$ cat src/include/host_port_pkg.sv
// constants and types for the host processor port
package host_port_pkg;

  localparam int ADDR_W = 11;
  localparam int LANE_W = 2;
  localparam int DATA_W = 32;
  localparam int WIDTH_SEL_W = 2;

  localparam logic [1:0] WIDTH_CODE_8 = 2'h0;
  localparam logic [1:0] WIDTH_CODE_16 = 2'h1;
  localparam int WIDTH_UPPER_BIT = 1;

  localparam int LANE_HALF_BIT = 1;
  localparam int SYNC_STAGES = 3;

  // internal register access latency in cycles, counted after request launch
  localparam int ACCESS_CYCLES = 2;
  localparam int ACCESS_CNT_W = 4;

  typedef enum logic [1:0] {
    MODE_8_type_v,
    MODE_16_type_v,
    MODE_32_type_v
  } bus_mode_type;

endpackage : host_port_pkg

$ cat src/hw/host_cpu_port.sv
// processor slave port: strobe decode, lane steering and cycle-complete handshake
`timescale 1ns/1ps
module host_cpu_port
  import host_port_pkg::*;
#(
  parameter int ACCESS_LATENCY = ACCESS_CYCLES
) (
  input wire logic i_mclk,
  input wire logic i_rst_n,
  input wire logic [ADDR_W-1:0] i_host_word_addr,
  input wire logic [LANE_W-1:0] i_host_lane_addr,
  input wire logic [DATA_W-1:0] i_host_data_lines,
  output logic [DATA_W-1:0] o_host_data_lines,
  output logic o_host_data_lines_oe,
  input wire logic i_host_select_n,
  input wire logic i_host_write_n,
  input wire logic i_host_read_n,
  output logic o_cycle_done_n,
  output logic o_cycle_done_n_oe,
  input wire logic [WIDTH_SEL_W-1:0] i_bus_width_sel,
  output logic o_reg_wr,
  output logic o_reg_rd,
  output logic [ADDR_W-1:0] o_reg_addr,
  output logic [DATA_W-1:0] o_reg_wdata,
  output logic [DATA_W/8-1:0] o_reg_wbe,
  input wire logic [DATA_W-1:0] i_reg_rdata
);

  ////////////////////////////////////////////////////////////////////////////
  // pin synchronisers

  localparam int CTRL_W = 3 + WIDTH_SEL_W;
  localparam int BUS_W = ADDR_W + LANE_W + DATA_W;

  logic [CTRL_W-1:0] ctrl_sync;
  logic [BUS_W-1:0] bus_sync;
  logic sel_n;
  logic wr_n;
  logic rd_n;
  logic [WIDTH_SEL_W-1:0] width_code;
  logic [ADDR_W-1:0] word_addr;
  logic [LANE_W-1:0] lane_addr;
  logic [DATA_W-1:0] wr_lines;

  pin_sync #(
    .WIDTH(CTRL_W),
    .RESET_VALUE({3'h7, {WIDTH_SEL_W{1'b0}}})
  ) u_ctrl_sync (
    .i_mclk(i_mclk),
    .i_rst_n(i_rst_n),
    .i_async({i_host_select_n, i_host_write_n, i_host_read_n, i_bus_width_sel}),
    .o_sync(ctrl_sync)
  );

  // bus lines pass the same filter so they settle no later than the strobes
  pin_sync #(
    .WIDTH(BUS_W),
    .RESET_VALUE('0)
  ) u_bus_sync (
    .i_mclk(i_mclk),
    .i_rst_n(i_rst_n),
    .i_async({i_host_word_addr, i_host_lane_addr, i_host_data_lines}),
    .o_sync(bus_sync)
  );

  assign {sel_n, wr_n, rd_n, width_code} = ctrl_sync;
  assign {word_addr, lane_addr, wr_lines} = bus_sync;

  ////////////////////////////////////////////////////////////////////////////
  // width decode and lane steering

  function automatic bus_mode_type decode_width(input logic [WIDTH_SEL_W-1:0] code);
    if (code[WIDTH_UPPER_BIT]) begin
      decode_width = MODE_32_type_v;
    end else if (code == WIDTH_CODE_16) begin
      decode_width = MODE_16_type_v;
    end else begin
      decode_width = MODE_8_type_v;
    end
  endfunction : decode_width

  // byte enables for the register word touched by one access
  function automatic logic [3:0] lane_enables(input bus_mode_type mode,
                                              input logic [LANE_W-1:0] lane);
    unique case (mode)
      MODE_32_type_v: lane_enables = 4'hF;
      MODE_16_type_v: lane_enables = lane[LANE_HALF_BIT] ? 4'hC : 4'h3;
      MODE_8_type_v: lane_enables = 4'h1 << lane;
    endcase
  endfunction : lane_enables

  bus_mode_type mode;
  assign mode = decode_width(width_code);

  logic [DATA_W-1:0] steered_wdata;
  always_comb begin
    steered_wdata = '0;
    unique case (mode)
      MODE_32_type_v: steered_wdata = wr_lines;
      MODE_16_type_v: steered_wdata = {2{wr_lines[15:0]}};
      MODE_8_type_v: steered_wdata = {4{wr_lines[7:0]}};
    endcase
  end

  ////////////////////////////////////////////////////////////////////////////
  // access sequencer

  typedef enum logic [1:0] {
    ST_IDLE,
    ST_WAIT,
    ST_DONE
  } port_state_type;

  port_state_type state;
  port_state_type next_state;
  logic [ACCESS_CNT_W-1:0] wait_cnt;
  logic [ACCESS_CNT_W-1:0] next_wait_cnt;
  logic is_read;
  logic next_is_read;
  logic [DATA_W-1:0] rd_data;
  logic [DATA_W-1:0] next_rd_data;
  logic [ADDR_W-1:0] addr_q;
  logic [ADDR_W-1:0] next_addr_q;
  logic [DATA_W-1:0] wdata_q;
  logic [DATA_W-1:0] next_wdata_q;
  logic [3:0] wbe_q;
  logic [3:0] next_wbe_q;
  logic wr_pulse;
  logic next_wr_pulse;
  logic rd_pulse;
  logic next_rd_pulse;
  logic done;
  logic next_done;

  logic wr_req;
  logic rd_req;
  assign wr_req = !sel_n && !wr_n && rd_n;
  assign rd_req = !sel_n && !rd_n && wr_n;

  always_comb begin
    next_state = state;
    next_wait_cnt = wait_cnt;
    next_is_read = is_read;
    next_rd_data = rd_data;
    next_addr_q = addr_q;
    next_wdata_q = wdata_q;
    next_wbe_q = wbe_q;
    next_wr_pulse = 1'b0;
    next_rd_pulse = 1'b0;
    next_done = done;
    unique case (state)
      ST_IDLE: begin
        // both strobes low at once is ambiguous and ignored
        if (wr_req || rd_req) begin
          next_state = ST_WAIT;
          next_is_read = rd_req;
          next_addr_q = word_addr;
          next_wdata_q = steered_wdata;
          next_wbe_q = lane_enables(mode, lane_addr);
          next_wr_pulse = wr_req;
          next_rd_pulse = rd_req;
          next_wait_cnt = ACCESS_CNT_W'(ACCESS_LATENCY);
        end
      end
      ST_WAIT: begin
        if (wait_cnt <= ACCESS_CNT_W'(1)) begin
          next_state = ST_DONE;
          next_done = 1'b1;
          if (is_read) begin
            next_rd_data = i_reg_rdata;
          end
        end else begin
          next_wait_cnt = wait_cnt - ACCESS_CNT_W'(1);
        end
      end
      ST_DONE: begin
        // completion holds until the processor lifts its strobe or select
        if (sel_n || (is_read ? rd_n : wr_n)) begin
          next_state = ST_IDLE;
          next_done = 1'b0;
        end
      end
    endcase
  end

  always_ff @(posedge i_mclk or negedge i_rst_n) begin
    if (!i_rst_n) begin
      state <= ST_IDLE;
      wait_cnt <= '0;
      is_read <= 1'b0;
      rd_data <= '0;
      addr_q <= '0;
      wdata_q <= '0;
      wbe_q <= '0;
      wr_pulse <= 1'b0;
      rd_pulse <= 1'b0;
      done <= 1'b0;
    end else begin
      state <= next_state;
      wait_cnt <= next_wait_cnt;
      is_read <= next_is_read;
      rd_data <= next_rd_data;
      addr_q <= next_addr_q;
      wdata_q <= next_wdata_q;
      wbe_q <= next_wbe_q;
      wr_pulse <= next_wr_pulse;
      rd_pulse <= next_rd_pulse;
      done <= next_done;
    end
  end

  ////////////////////////////////////////////////////////////////////////////
  // read lane steering and pin drive

  logic [DATA_W-1:0] out_lines;
  logic [DATA_W-1:0] next_out_lines;
  logic drive_en;
  logic next_drive_en;

  always_comb begin
    next_out_lines = '0;
    unique case (mode)
      MODE_32_type_v: next_out_lines = rd_data;
      MODE_16_type_v: next_out_lines[15:0] = lane_addr[LANE_HALF_BIT] ?
          rd_data[31:16] : rd_data[15:0];
      MODE_8_type_v: next_out_lines[7:0] = rd_data[8*lane_addr +: 8];
    endcase
    // drive whenever select and the read strobe are low, even if no read access was accepted
    next_drive_en = !sel_n && !rd_n;
  end

  always_ff @(posedge i_mclk or negedge i_rst_n) begin
    if (!i_rst_n) begin
      out_lines <= '0;
      drive_en <= 1'b0;
    end else begin
      out_lines <= next_out_lines;
      drive_en <= next_drive_en;
    end
  end

  // gate with the raw pins too so release is not delayed by the synchroniser
  assign o_host_data_lines = out_lines;
  assign o_host_data_lines_oe = drive_en && !i_host_select_n && !i_host_read_n;

  assign o_cycle_done_n = 1'b0;
  assign o_cycle_done_n_oe = done;

  assign o_reg_wr = wr_pulse;
  assign o_reg_rd = rd_pulse;
  assign o_reg_addr = addr_q;
  assign o_reg_wdata = wdata_q;
  assign o_reg_wbe = wbe_q;

endmodule : host_cpu_port

$ cat src/hw/pin_sync.sv
// three-stage synchroniser with agreement filter for asynchronous pins
`timescale 1ns/1ps
module pin_sync #(
  parameter int WIDTH = 1,
  parameter logic [WIDTH-1:0] RESET_VALUE = '0
) (
  input wire logic i_mclk,
  input wire logic i_rst_n,
  input wire logic [WIDTH-1:0] i_async,
  output logic [WIDTH-1:0] o_sync
);

  logic [WIDTH-1:0] stage1;
  logic [WIDTH-1:0] stage2;
  logic [WIDTH-1:0] stage3;
  logic [WIDTH-1:0] filtered;
  logic [WIDTH-1:0] next_filtered;

  // a bit changes only once the second and third stages agree
  always_comb begin
    for (int i = 0; i < WIDTH; i++) begin
      next_filtered[i] = (stage2[i] == stage3[i]) ? stage3[i] : filtered[i];
    end
  end

  always_ff @(posedge i_mclk or negedge i_rst_n) begin
    if (!i_rst_n) begin
      stage1 <= RESET_VALUE;
      stage2 <= RESET_VALUE;
      stage3 <= RESET_VALUE;
      filtered <= RESET_VALUE;
    end else begin
      stage1 <= i_async;
      stage2 <= stage1;
      stage3 <= stage2;
      filtered <= next_filtered;
    end
  end

  assign o_sync = filtered;

endmodule : pin_sync

$ cat config.mk
export PLATFORM = sky130hd
export DESIGN_NAME = host_cpu_port
export DESIGN_NICKNAME = d
export VERILOG_FILES = /design/src/include/host_port_pkg.sv /design/src/hw/host_cpu_port.sv /design/src/hw/pin_sync.sv
export SDC_FILE = /design/constraint.sdc
export NUM_CORES = 1
export LEC_CHECK = 0
export ABC_AREA = 1
export BUFFER_PORTS_ARGS = -buffer_cell sky130_fd_sc_hd__clkbuf_2
export CORE_MARGIN = 10
export CORE_UTILIZATION = 57
export DETAILED_ROUTE_END_ITERATION = 8
export GPL_TIMING_DRIVEN = 0
export PLACE_DENSITY = 0.8
export RECOVER_POWER = 25
export SYNTH_ARGS = -nofsm -noshare
export SYNTH_HDL_FRONTEND = slang
export SYNTH_SLANG_ARGS = --single-unit
$ cat constraint.sdc
create_clock -name i_mclk -period 2.5 [get_ports i_mclk]
set_input_delay 0.5 -clock i_mclk [delete_from_list [all_inputs] [get_ports i_mclk]]
set_output_delay 0.5 -clock i_mclk [all_outputs]
set_load 0.1 [all_outputs]
* Word-level counts from Yosys, hierarchy flattened *
Cells that the tools add are included.

storage, ports and cells
  word-level logic and storage cells = 177
  flip-flop bits (word level) = 322
  input bits = 84
  output and inout port bits = 84

operators by class
  mux-type cells = 24
  add/sub/neg operators = 1
  eq/ne operators = 59
  reductions and logical operators = 22
  shifts and indexed selects = 2
  magnitude comparators = 1

operator list
  kind                   count
  $pmux W32 S3           1
  $eq A1 B1 Y1           50
  $mux W16               2
  $shiftx A32 B6 Y8      1
  $pmux W8 S3            1
  $pmux W8 S2            1
  $mux W4                3
  $pmux W4 S3            1
  $reduce_and A3 Y1      4
  $mux W1                8
  $mux W2                4
  $ne A2 B2 Y1 const B   4
  $pmux W4 S2            1
  $eq A2 B1 Y1 const B   3
  $logic_and A1 B1 Y1    6
  $pmux W2 S3            1
  $logic_not A1 Y1       5
  $eq A2 B2 Y1 const B   2
  $le A4 B1 Y1 const B   1
  $logic_not A2 Y1       2
  $reduce_bool A2 Y1     2
  $shl A1 B2 Y4 const A  1
  $sub A4 B1 Y4 const B  1
  $logic_or A1 B1 Y1     2
  other kinds (2)        2

* Logic depth before layout (Yosys ltp) *
Gate-level depths: netlist of the first run.

  depth in word-level cells = 6
  mapped depth = 10
  mapped depth without buffers = 10

* Cells and area by module *
From an unflattened synthesis of the first run, not the netlist that was laid out.

second synthesis, totals
  cells, all modules = 1,047
  area total of the unflattened synthesis = 11,235.8 um^2

modules (own cells, without submodules)
  module                  times used  area an instance (um^2)  cells an instance  seq. area each (um^2)
  host_cpu_port           1           5,402.7                  647                3,052.9
  pin_sync (u_bus_sync)   1           5,236.3                  360                4,504.3
  pin_sync (u_ctrl_sync)  1           596.8                    40                 515.5

* Least setup slack after synthesis of the first run *
No wires, ideal clock.

  path type = input -> output
  start = input port i_host_select_n
  end = output port o_host_data_lines_oe
  slack = -0.712 ns
  arrival time = 2.712 ns
  stages = 1
  buffers on the path = 0
  cell sequence = nor3b_1

between the ends
  longest elaborated chain between the ends = 3

ends and longest elaborated chain
  element                           line                  text
  start, declared                   host_cpu_port.sv:15   input wire logic i_host_select_n,
  $logic_not A1 Y1                  host_cpu_port.sv:244  assign o_host_data_lines_oe = drive_en && !i_host_select_n && !i_host_read_n;
  $logic_and A1 B1 Y1 (2 in a row)  host_cpu_port.sv:244
  end, declared                     host_cpu_port.sv:14   output logic o_host_data_lines_oe,

No other way between the ends.

* Final worst setup path of the first run *
  start = register drive_en
  end = output port o_host_data_lines_oe

between the ends
  longest elaborated chain between the ends = 2

ends and longest elaborated chain
  element                           line                  text
  start, declared                   host_cpu_port.sv:217  logic drive_en;
  start signal, assigned            host_cpu_port.sv:238  drive_en <= next_drive_en;
  $logic_and A1 B1 Y1 (2 in a row)  host_cpu_port.sv:244

No other way between the ends.

==> impl_metrics.json, run 1 <==
{
  "ir_drop_uv": 1430,
  "gr-total-overflow": 0,
  "maxCapViolCount": 0,
  "synthesis.instances": 903,
  "synthMuxAreaShare_pct": 0,
  "critPathBufInv": 1,
  "syn_nets": 993,
  "rsz0062_at_grt": "false",
  "root_buffer": "clkbuf_16",
  "powerDensity_nw_per_um2": 1440,
  "holdCritPathClass": "primary input to flop",
  "wl_per_cell_microns": 17.0,
  "critPathSlowestCell": "clkbuf_2",
  "clk_pin_slew_worst_paths_ns": 0.06,
  "boundaryPins": 168,
  "cts_buffers": 31,
  "ys_ff_latch": 322,
  "finalNetCount": 1194,
  "final_cell_mix": "dfrtp_1, nand2_1, clkbuf_2",
  "violations": "max-slew violations",
  "post_cts_buffers": 0,
  "ys_types": 29,
  "finClkSkew_ns": 0.00937,
  "synth_area_per_cell_sq_um": 12.0,
  "clock_latency_ns": 0.54,
  "antenna_found_initial": 0,
  "gp_congestion": 0.803,
  "firstDrtPassIters": 5,
  "worstMarginPinSlew_ns": 1.51,
  "synth_seq_area_share_pct": 74.2,
  "fp.dieW_microns": 158,
  "hold_path_end": "u_ctrl_sync.stage1[3]$_DFF_PN1_",
  "synth_edf_count": 0,
  "crit_arrival_ns": 1.47,
  "syn-cell-area_sq_um": 10900,
  "rows": 50,
  "synthArstFlopShare_pct": 100,
  "crit_chain": "nor3b_2, clkbuf_2",
  "end_kind": "primary output",
  "grt_use_total_pct": 18.8,
  "cp-start-kind": "flop",
  "vias": 6927,
  "post-place-ws_ns": 0.764,
  "finalSetupViolCount": 0,
  "start_util_pct": 57.9,
  "wirelength_microns": 23200,
  "drtAntennaViolNets": 0,
  "htreeDepth": 1,
  "layout.cells.most_common": "dfrtp_1",
  "min_period_ns": 1.97,
  "synth-compound-area-share_pct": 3.11,
  "yosysTopAreaCell": "dfrtp_1",
  "layout-drive-gt1-share_pct": 22.9,
  "synth_area_leaders": "dfrtp_1, nand2_1, maj3_1",
  "clk_path_buf_depth": 3,
  "holdBufCountCts": 0,
  "vias_per_cell": 5.08,
  "synth-main-ff-cell": "dfrtp_1",
  "cts_tree": "built",
  "slowest_delay_ns": 0.48,
  "period_share_pct": 78.8,
  "path_max_fanout": 1,
  "final_util_pct": 70.0,
  "slew_headroom_pct": -0.340,
  "drt_iter0_drc": 450,
  "cts.sinks": 322,
  "hold_start": "i_host_write_n",
  "synth.top_cell.area_share_pct": 71.3,
  "fmax_mhz": 508,
  "place_inst": 1305,
  "rrSetupSlack_ns": 0.75,
  "grt_pass1_vias": 7365,
  "synthXorXnorAreaFrac_pct": 0,
  "syn2layout_area_growth_pct": 20.8,
  "layout_setup_ws_ns": 0.531,
  "run_status": "finished with violations",
  "timing.rr.end": "o_host_data_lines[15]$_DFF_PN0_",
  "crit_required_ns": 2.00,
  "die_h_microns": 158,
  "r2r_cells": 3,
  "finalPower_uw": 19000,
  "portBuffers": 166,
  "r2r_start": "u_ctrl_sync.o_sync[0]$_DFFE_PN0N_",
  "cts_resized": 0,
  "synthAdderAreaFrac_pct": 5.29,
  "diodes": 0,
  "synth_top_family_by_area": "simple AND/OR/NAND/NOR gates",
  "finalHoldViolCount": 0,
  "synth_simple_gate_area_share_pct": 13.1,
  "drc": 0,
  "hpwl_microns": 15600,
  "grt_max_degree": 115,
  "min_path_cells": 1,
  "fin_cells": 1363,
  "cp_top_family": "buffers and inverters",
  "grt_pass1_wl_microns": 37300,
  "worstSetupPathType": "flop to primary output",
  "yosys_warnings": 0,
  "report.final.slew_viol_count": 60,
  "die-area_sq_um": 25000,
  "coreArea_sq_um": 18800,
  "leakagePower_uw": 0.00680
}
==> through the flow <==
step | hold WS, ns | cell area [sq um] | setup TNS, ns
floorplan | 0.204 | 10900 | 0
global route | 0.0244 | 13100 | 0
global placement | 0.332 | 12000 | -1747.74
detailed placement | 0.335 | 12100 | 0
finish | 0.0385 | 13100 | 0
CTS | 0.0119 | 13200 | 0
==> final cells by class <==
class | count | area, sq um
Fill cell | 1329 | 5630
Buffer | 24 | 146
Clock buffer | 42 | 877
Tap cell | 234 | 293
Timing Repair Buffer | 168 | 877
Inverter | 84 | 318
Sequential cell | 322 | 8070
Multi-Input combinational cell | 473 | 2340
Clock inverter | 16 | 215
==> metal layers <==
layer	GRT usage, %	vias to the layer above	share of wire [%]	routed length (microns)
met5	0	-	0	0
met4	6.88	0	2.7	629
met3	4.29	46	7.8	1810
met2	31.3	228	49	11300
met1	23.7	3416	41	9460
li1	-	3237	-	-
==> flip-flops by register name (all words and copies together) (netlist names), 5 cells and up <==
signal,flops
u_bus_sync.o_sync,45
o_reg_addr,11
u_bus_sync.stage2,45
o_host_data_lines,32
u_ctrl_sync.stage1,5
rd_data,32
u_ctrl_sync.stage2,5
o_reg_wdata,32
u_ctrl_sync.stage3,5
u_ctrl_sync.o_sync,5
u_bus_sync.stage1,45
u_bus_sync.stage3,45
==> worst register-to-register path, cell delays in order, from the launching register on <==
cell	delay, ns
dfrtp_1	0.39
clkbuf_1	0.28
a21oi_1	0.70
o22ai_1	0.21
==> cell usage after synthesis (4+ instances only) <==
cell type / n
buf_2: 15
buf_4: 6
dfrtp_1: 310
dfstp_2: 12
ha_1: 6
inv_1: 81
maj3_1: 50
nand2_1: 304
nand2_2: 5
nand3_1: 25
nand4_1: 4
nor2_1: 7
o21ai_0: 11
o21ai_1: 32
o22ai_1: 16
==> how the worst max path moves through the flow <==
stage	start	to	depth (start not counted)
floorplan	i_host_select_n	o_host_data_lines_oe	1
global placement	i_rst_n	u_bus_sync.stage1[5]$_DFF_PN0_	1
detailed placement	i_host_select_n	o_host_data_lines_oe	3
CTS	drive_en$_DFF_PN0_	o_host_data_lines_oe	2
global route	drive_en$_DFF_PN0_	o_host_data_lines_oe	2
finish	drive_en$_DFF_PN0_	o_host_data_lines_oe	2
==> report_power, final <==
group | leakage (uW) | internal, uW | total, uW | switching (uW)
registers | 0.00384 | 6310 | 6950 | 640
clock network | 0.000542 | 2970 | 4850 | 1880
logic | 0.00242 | 1190 | 7150 | 5970
==> logic make-up after synthesis <==
logic type	count (synthesis)
flops	322
fa+ha+maj	56
compound gates	63
buf+inv	108
other cells	1
simple gates	353
Note: power is estimated with default switching activity, not from simulation.
==> run 2, diff against run 1 <==
Settings changed: CORE_UTILIZATION 57 to 56, PLACE_DENSITY 0.8 to 0.79.
Clock period 2.5 ns to 1.9 ns, I/O delays scaled along.
==> impl_metrics.json, run 2 (synthesized netlist as in run 1, its figures left out) <==
{
  "place_inst": 1332,
  "layout-drive-gt1-share_pct": 21.6,
  "critPathBufInv": 1,
  "hold_slack_ns": 0.0444,
  "maxCapViolCount": 0,
  "final_cell_mix": "dfrtp_1, nand2_1, clkbuf_2",
  "p_sw_share_pct": 45.4,
  "slew_headroom_pct": 44.9,
  "antenna_found_initial": 0,
  "htreeDepth": 1,
  "vias_per_cell": 4.94,
  "end_kind": "primary output",
  "ir_drop_uv": 980,
  "finClkSkew_ns": 0.0109,
  "rows": 50,
  "syn2layout_area_growth_pct": 25.5,
  "timing.rr.end": "o_host_data_lines[10]$_DFF_PN0_",
  "slowest_delay_ns": 0.49,
  "gp_congestion": 0.808,
  "coreArea_sq_um": 18900,
  "cp_top_family": "buffers and inverters",
  "p_int_uw": 13500,
  "cp-startpoint": "o_reg_wdata[14]$_DFFE_PN0P_",
  "cts_buffers": 31,
  "drt_iter0_drc": 439,
  "report.final.slew_viol_count": 0,
  "rsz0062_at_grt": "false",
  "cp.depth": 1,
  "drc": 0,
  "powerDensity_nw_per_um2": 1810,
  "p_clk_share_pct": 24.4,
  "cts_tree": "built",
  "finalNetCount": 1246,
  "critPathSlowestCell": "clkbuf_2",
  "fp.dieW_microns": 159,
  "portBuffers": 166,
  "crit_arrival_ns": 1.45,
  "final_util_pct": 72.2,
  "grt_use_total_pct": 19.1,
  "period_share_pct": 96.3,
  "worstSetupPathType": "flop to primary output",
  "clock_latency_ns": 0.56,
  "path_max_fanout": 2,
  "vias": 7102,
  "multi_input_area_sq_um": 2350,
  "firstDrtPassIters": 5,
  "cts.sinks": 322,
  "drtAntennaViolNets": 0,
  "worstMarginPinSlew_ns": 0.827,
  "r2r_start": "u_ctrl_sync.o_sync[0]$_DFFE_PN0N_",
  "start_util_pct": 57.6,
  "seqPwrFrac_pct": 37.0,
  "hpwl_microns": 16000,
  "cp-start-kind": "flop",
  "die-area_sq_um": 25400,
  "finalHoldViolCount": 0,
  "grt_max_degree": 121,
  "fin_area_sq_um": 13600,
  "wl_per_cell_microns": 16.8,
  "wirelength_microns": 24100,
  "dpl-instance-area_sq_um": 12100,
  "pwr-share-comb_pct": 38.6,
  "grt_pass1_wl_microns": 39600,
  "fmax_mhz": 546,
  "grt_pass1_vias": 7622,
  "crit_required_ns": 1.52,
  "gr-total-overflow": 0,
  "min_period_ns": 1.83,
  "finalPower_uw": 24700,
  "crit_chain": "clkbuf_2",
  "run_status": "finished, final reports clean",
  "die_h_microns": 159,
  "clk_pin_slew_worst_paths_ns": 0.06,
  "seq_area_sq_um": 8070,
  "fin_cells": 1439,
  "boundaryPins": 168,
  "rrSetupSlack_ns": 0.12,
  "root_buffer": "clkbuf_16",
  "diodes": 0,
  "leakagePower_uw": 0.00699,
  "r2r_cells": 3,
  "holdCritPathClass": "primary input to flop",
  "crit_end": "o_reg_wdata[14]",
  "layout.cells.most_common": "dfrtp_1",
  "finalSetupViolCount": 0,
  "clk_path_buf_depth": 3,
  "n_fill_cell": 1283,
  "p_sw_uw": 11200
}
## run 2: worst min path at each step
stage / end / cells after the start / slack [ns] / start
CTS: rd_data[27]$_DFFE_PN0P_ / 3 / 0.03 / i_reg_rdata[27]
global route: rd_data[21]$_DFFE_PN0P_ / 3 / 0.04 / i_reg_rdata[21]
global placement: u_bus_sync.stage2[27]$_DFF_PN0_ / 0 / 0.33 / u_bus_sync.stage1[27]$_DFF_PN0_
detailed placement: u_bus_sync.stage2[13]$_DFF_PN0_ / 0 / 0.33 / u_bus_sync.stage1[13]$_DFF_PN0_
finish: rd_data[7]$_DFFE_PN0P_ / 3 / 0.04 / i_reg_rdata[7]
floorplan: drive_en$_DFF_PN0_ / 0 / 0.08 / i_rst_n
## run 2: what timing repair did
action,in CTS,in global routing
gates resized for setup,1,0
hold buffers,51,0
hold endpoints to repair,105,0
buffers inserted,0,0
setup endpoints to repair,1,0
## run 2: per-stage QoR
stage	TNS, ns	setup WS [ns]
after floorplan	0	0.307
after global routing	0	0.0174
after detailed placement	0	0.180
after CTS	0	0.0551
after global placement	-1898.88	-6.00
final	0	0.0694
## run 2: power by group through the flow
stage	clock (uW)	combinational, uW	sequential (uW)
2_1_floorplan	0	2150	14500
3_3_place_gp	0	9260	9170
3_5_place_dp	0	9460	9220
4_1_cts	6120	9570	9120
5_1_grt	6450	10100	9300
6_report	6030	9520	9130
## run 2: metal layers
layer	vias to the layer above	wire (microns)	GRT usage, %
met3	51	1760	5.27
met4	0	614	5.73
met5	-	0	0
met2	232	11900	32.5
li1	3343	-	-
met1	3476	9800	23.3
## run 2: worst reg2reg max path, cell delays in order, from the launching register on
cell	delay [ns]
dfrtp_1	0.39
clkbuf_1	0.26
a21oi_1	0.74
o22ai_1	0.21
## run 2: cell type report
cell class	count	area share, %
timing repair buffer	220	10.4
clock buffer	42	6.21
sequential	322	59.2
inverter	84	2.33
tap	260	2.38
multi-input combinational	473	17.2
clock inverter	14	1.19
buffer	24	1.07
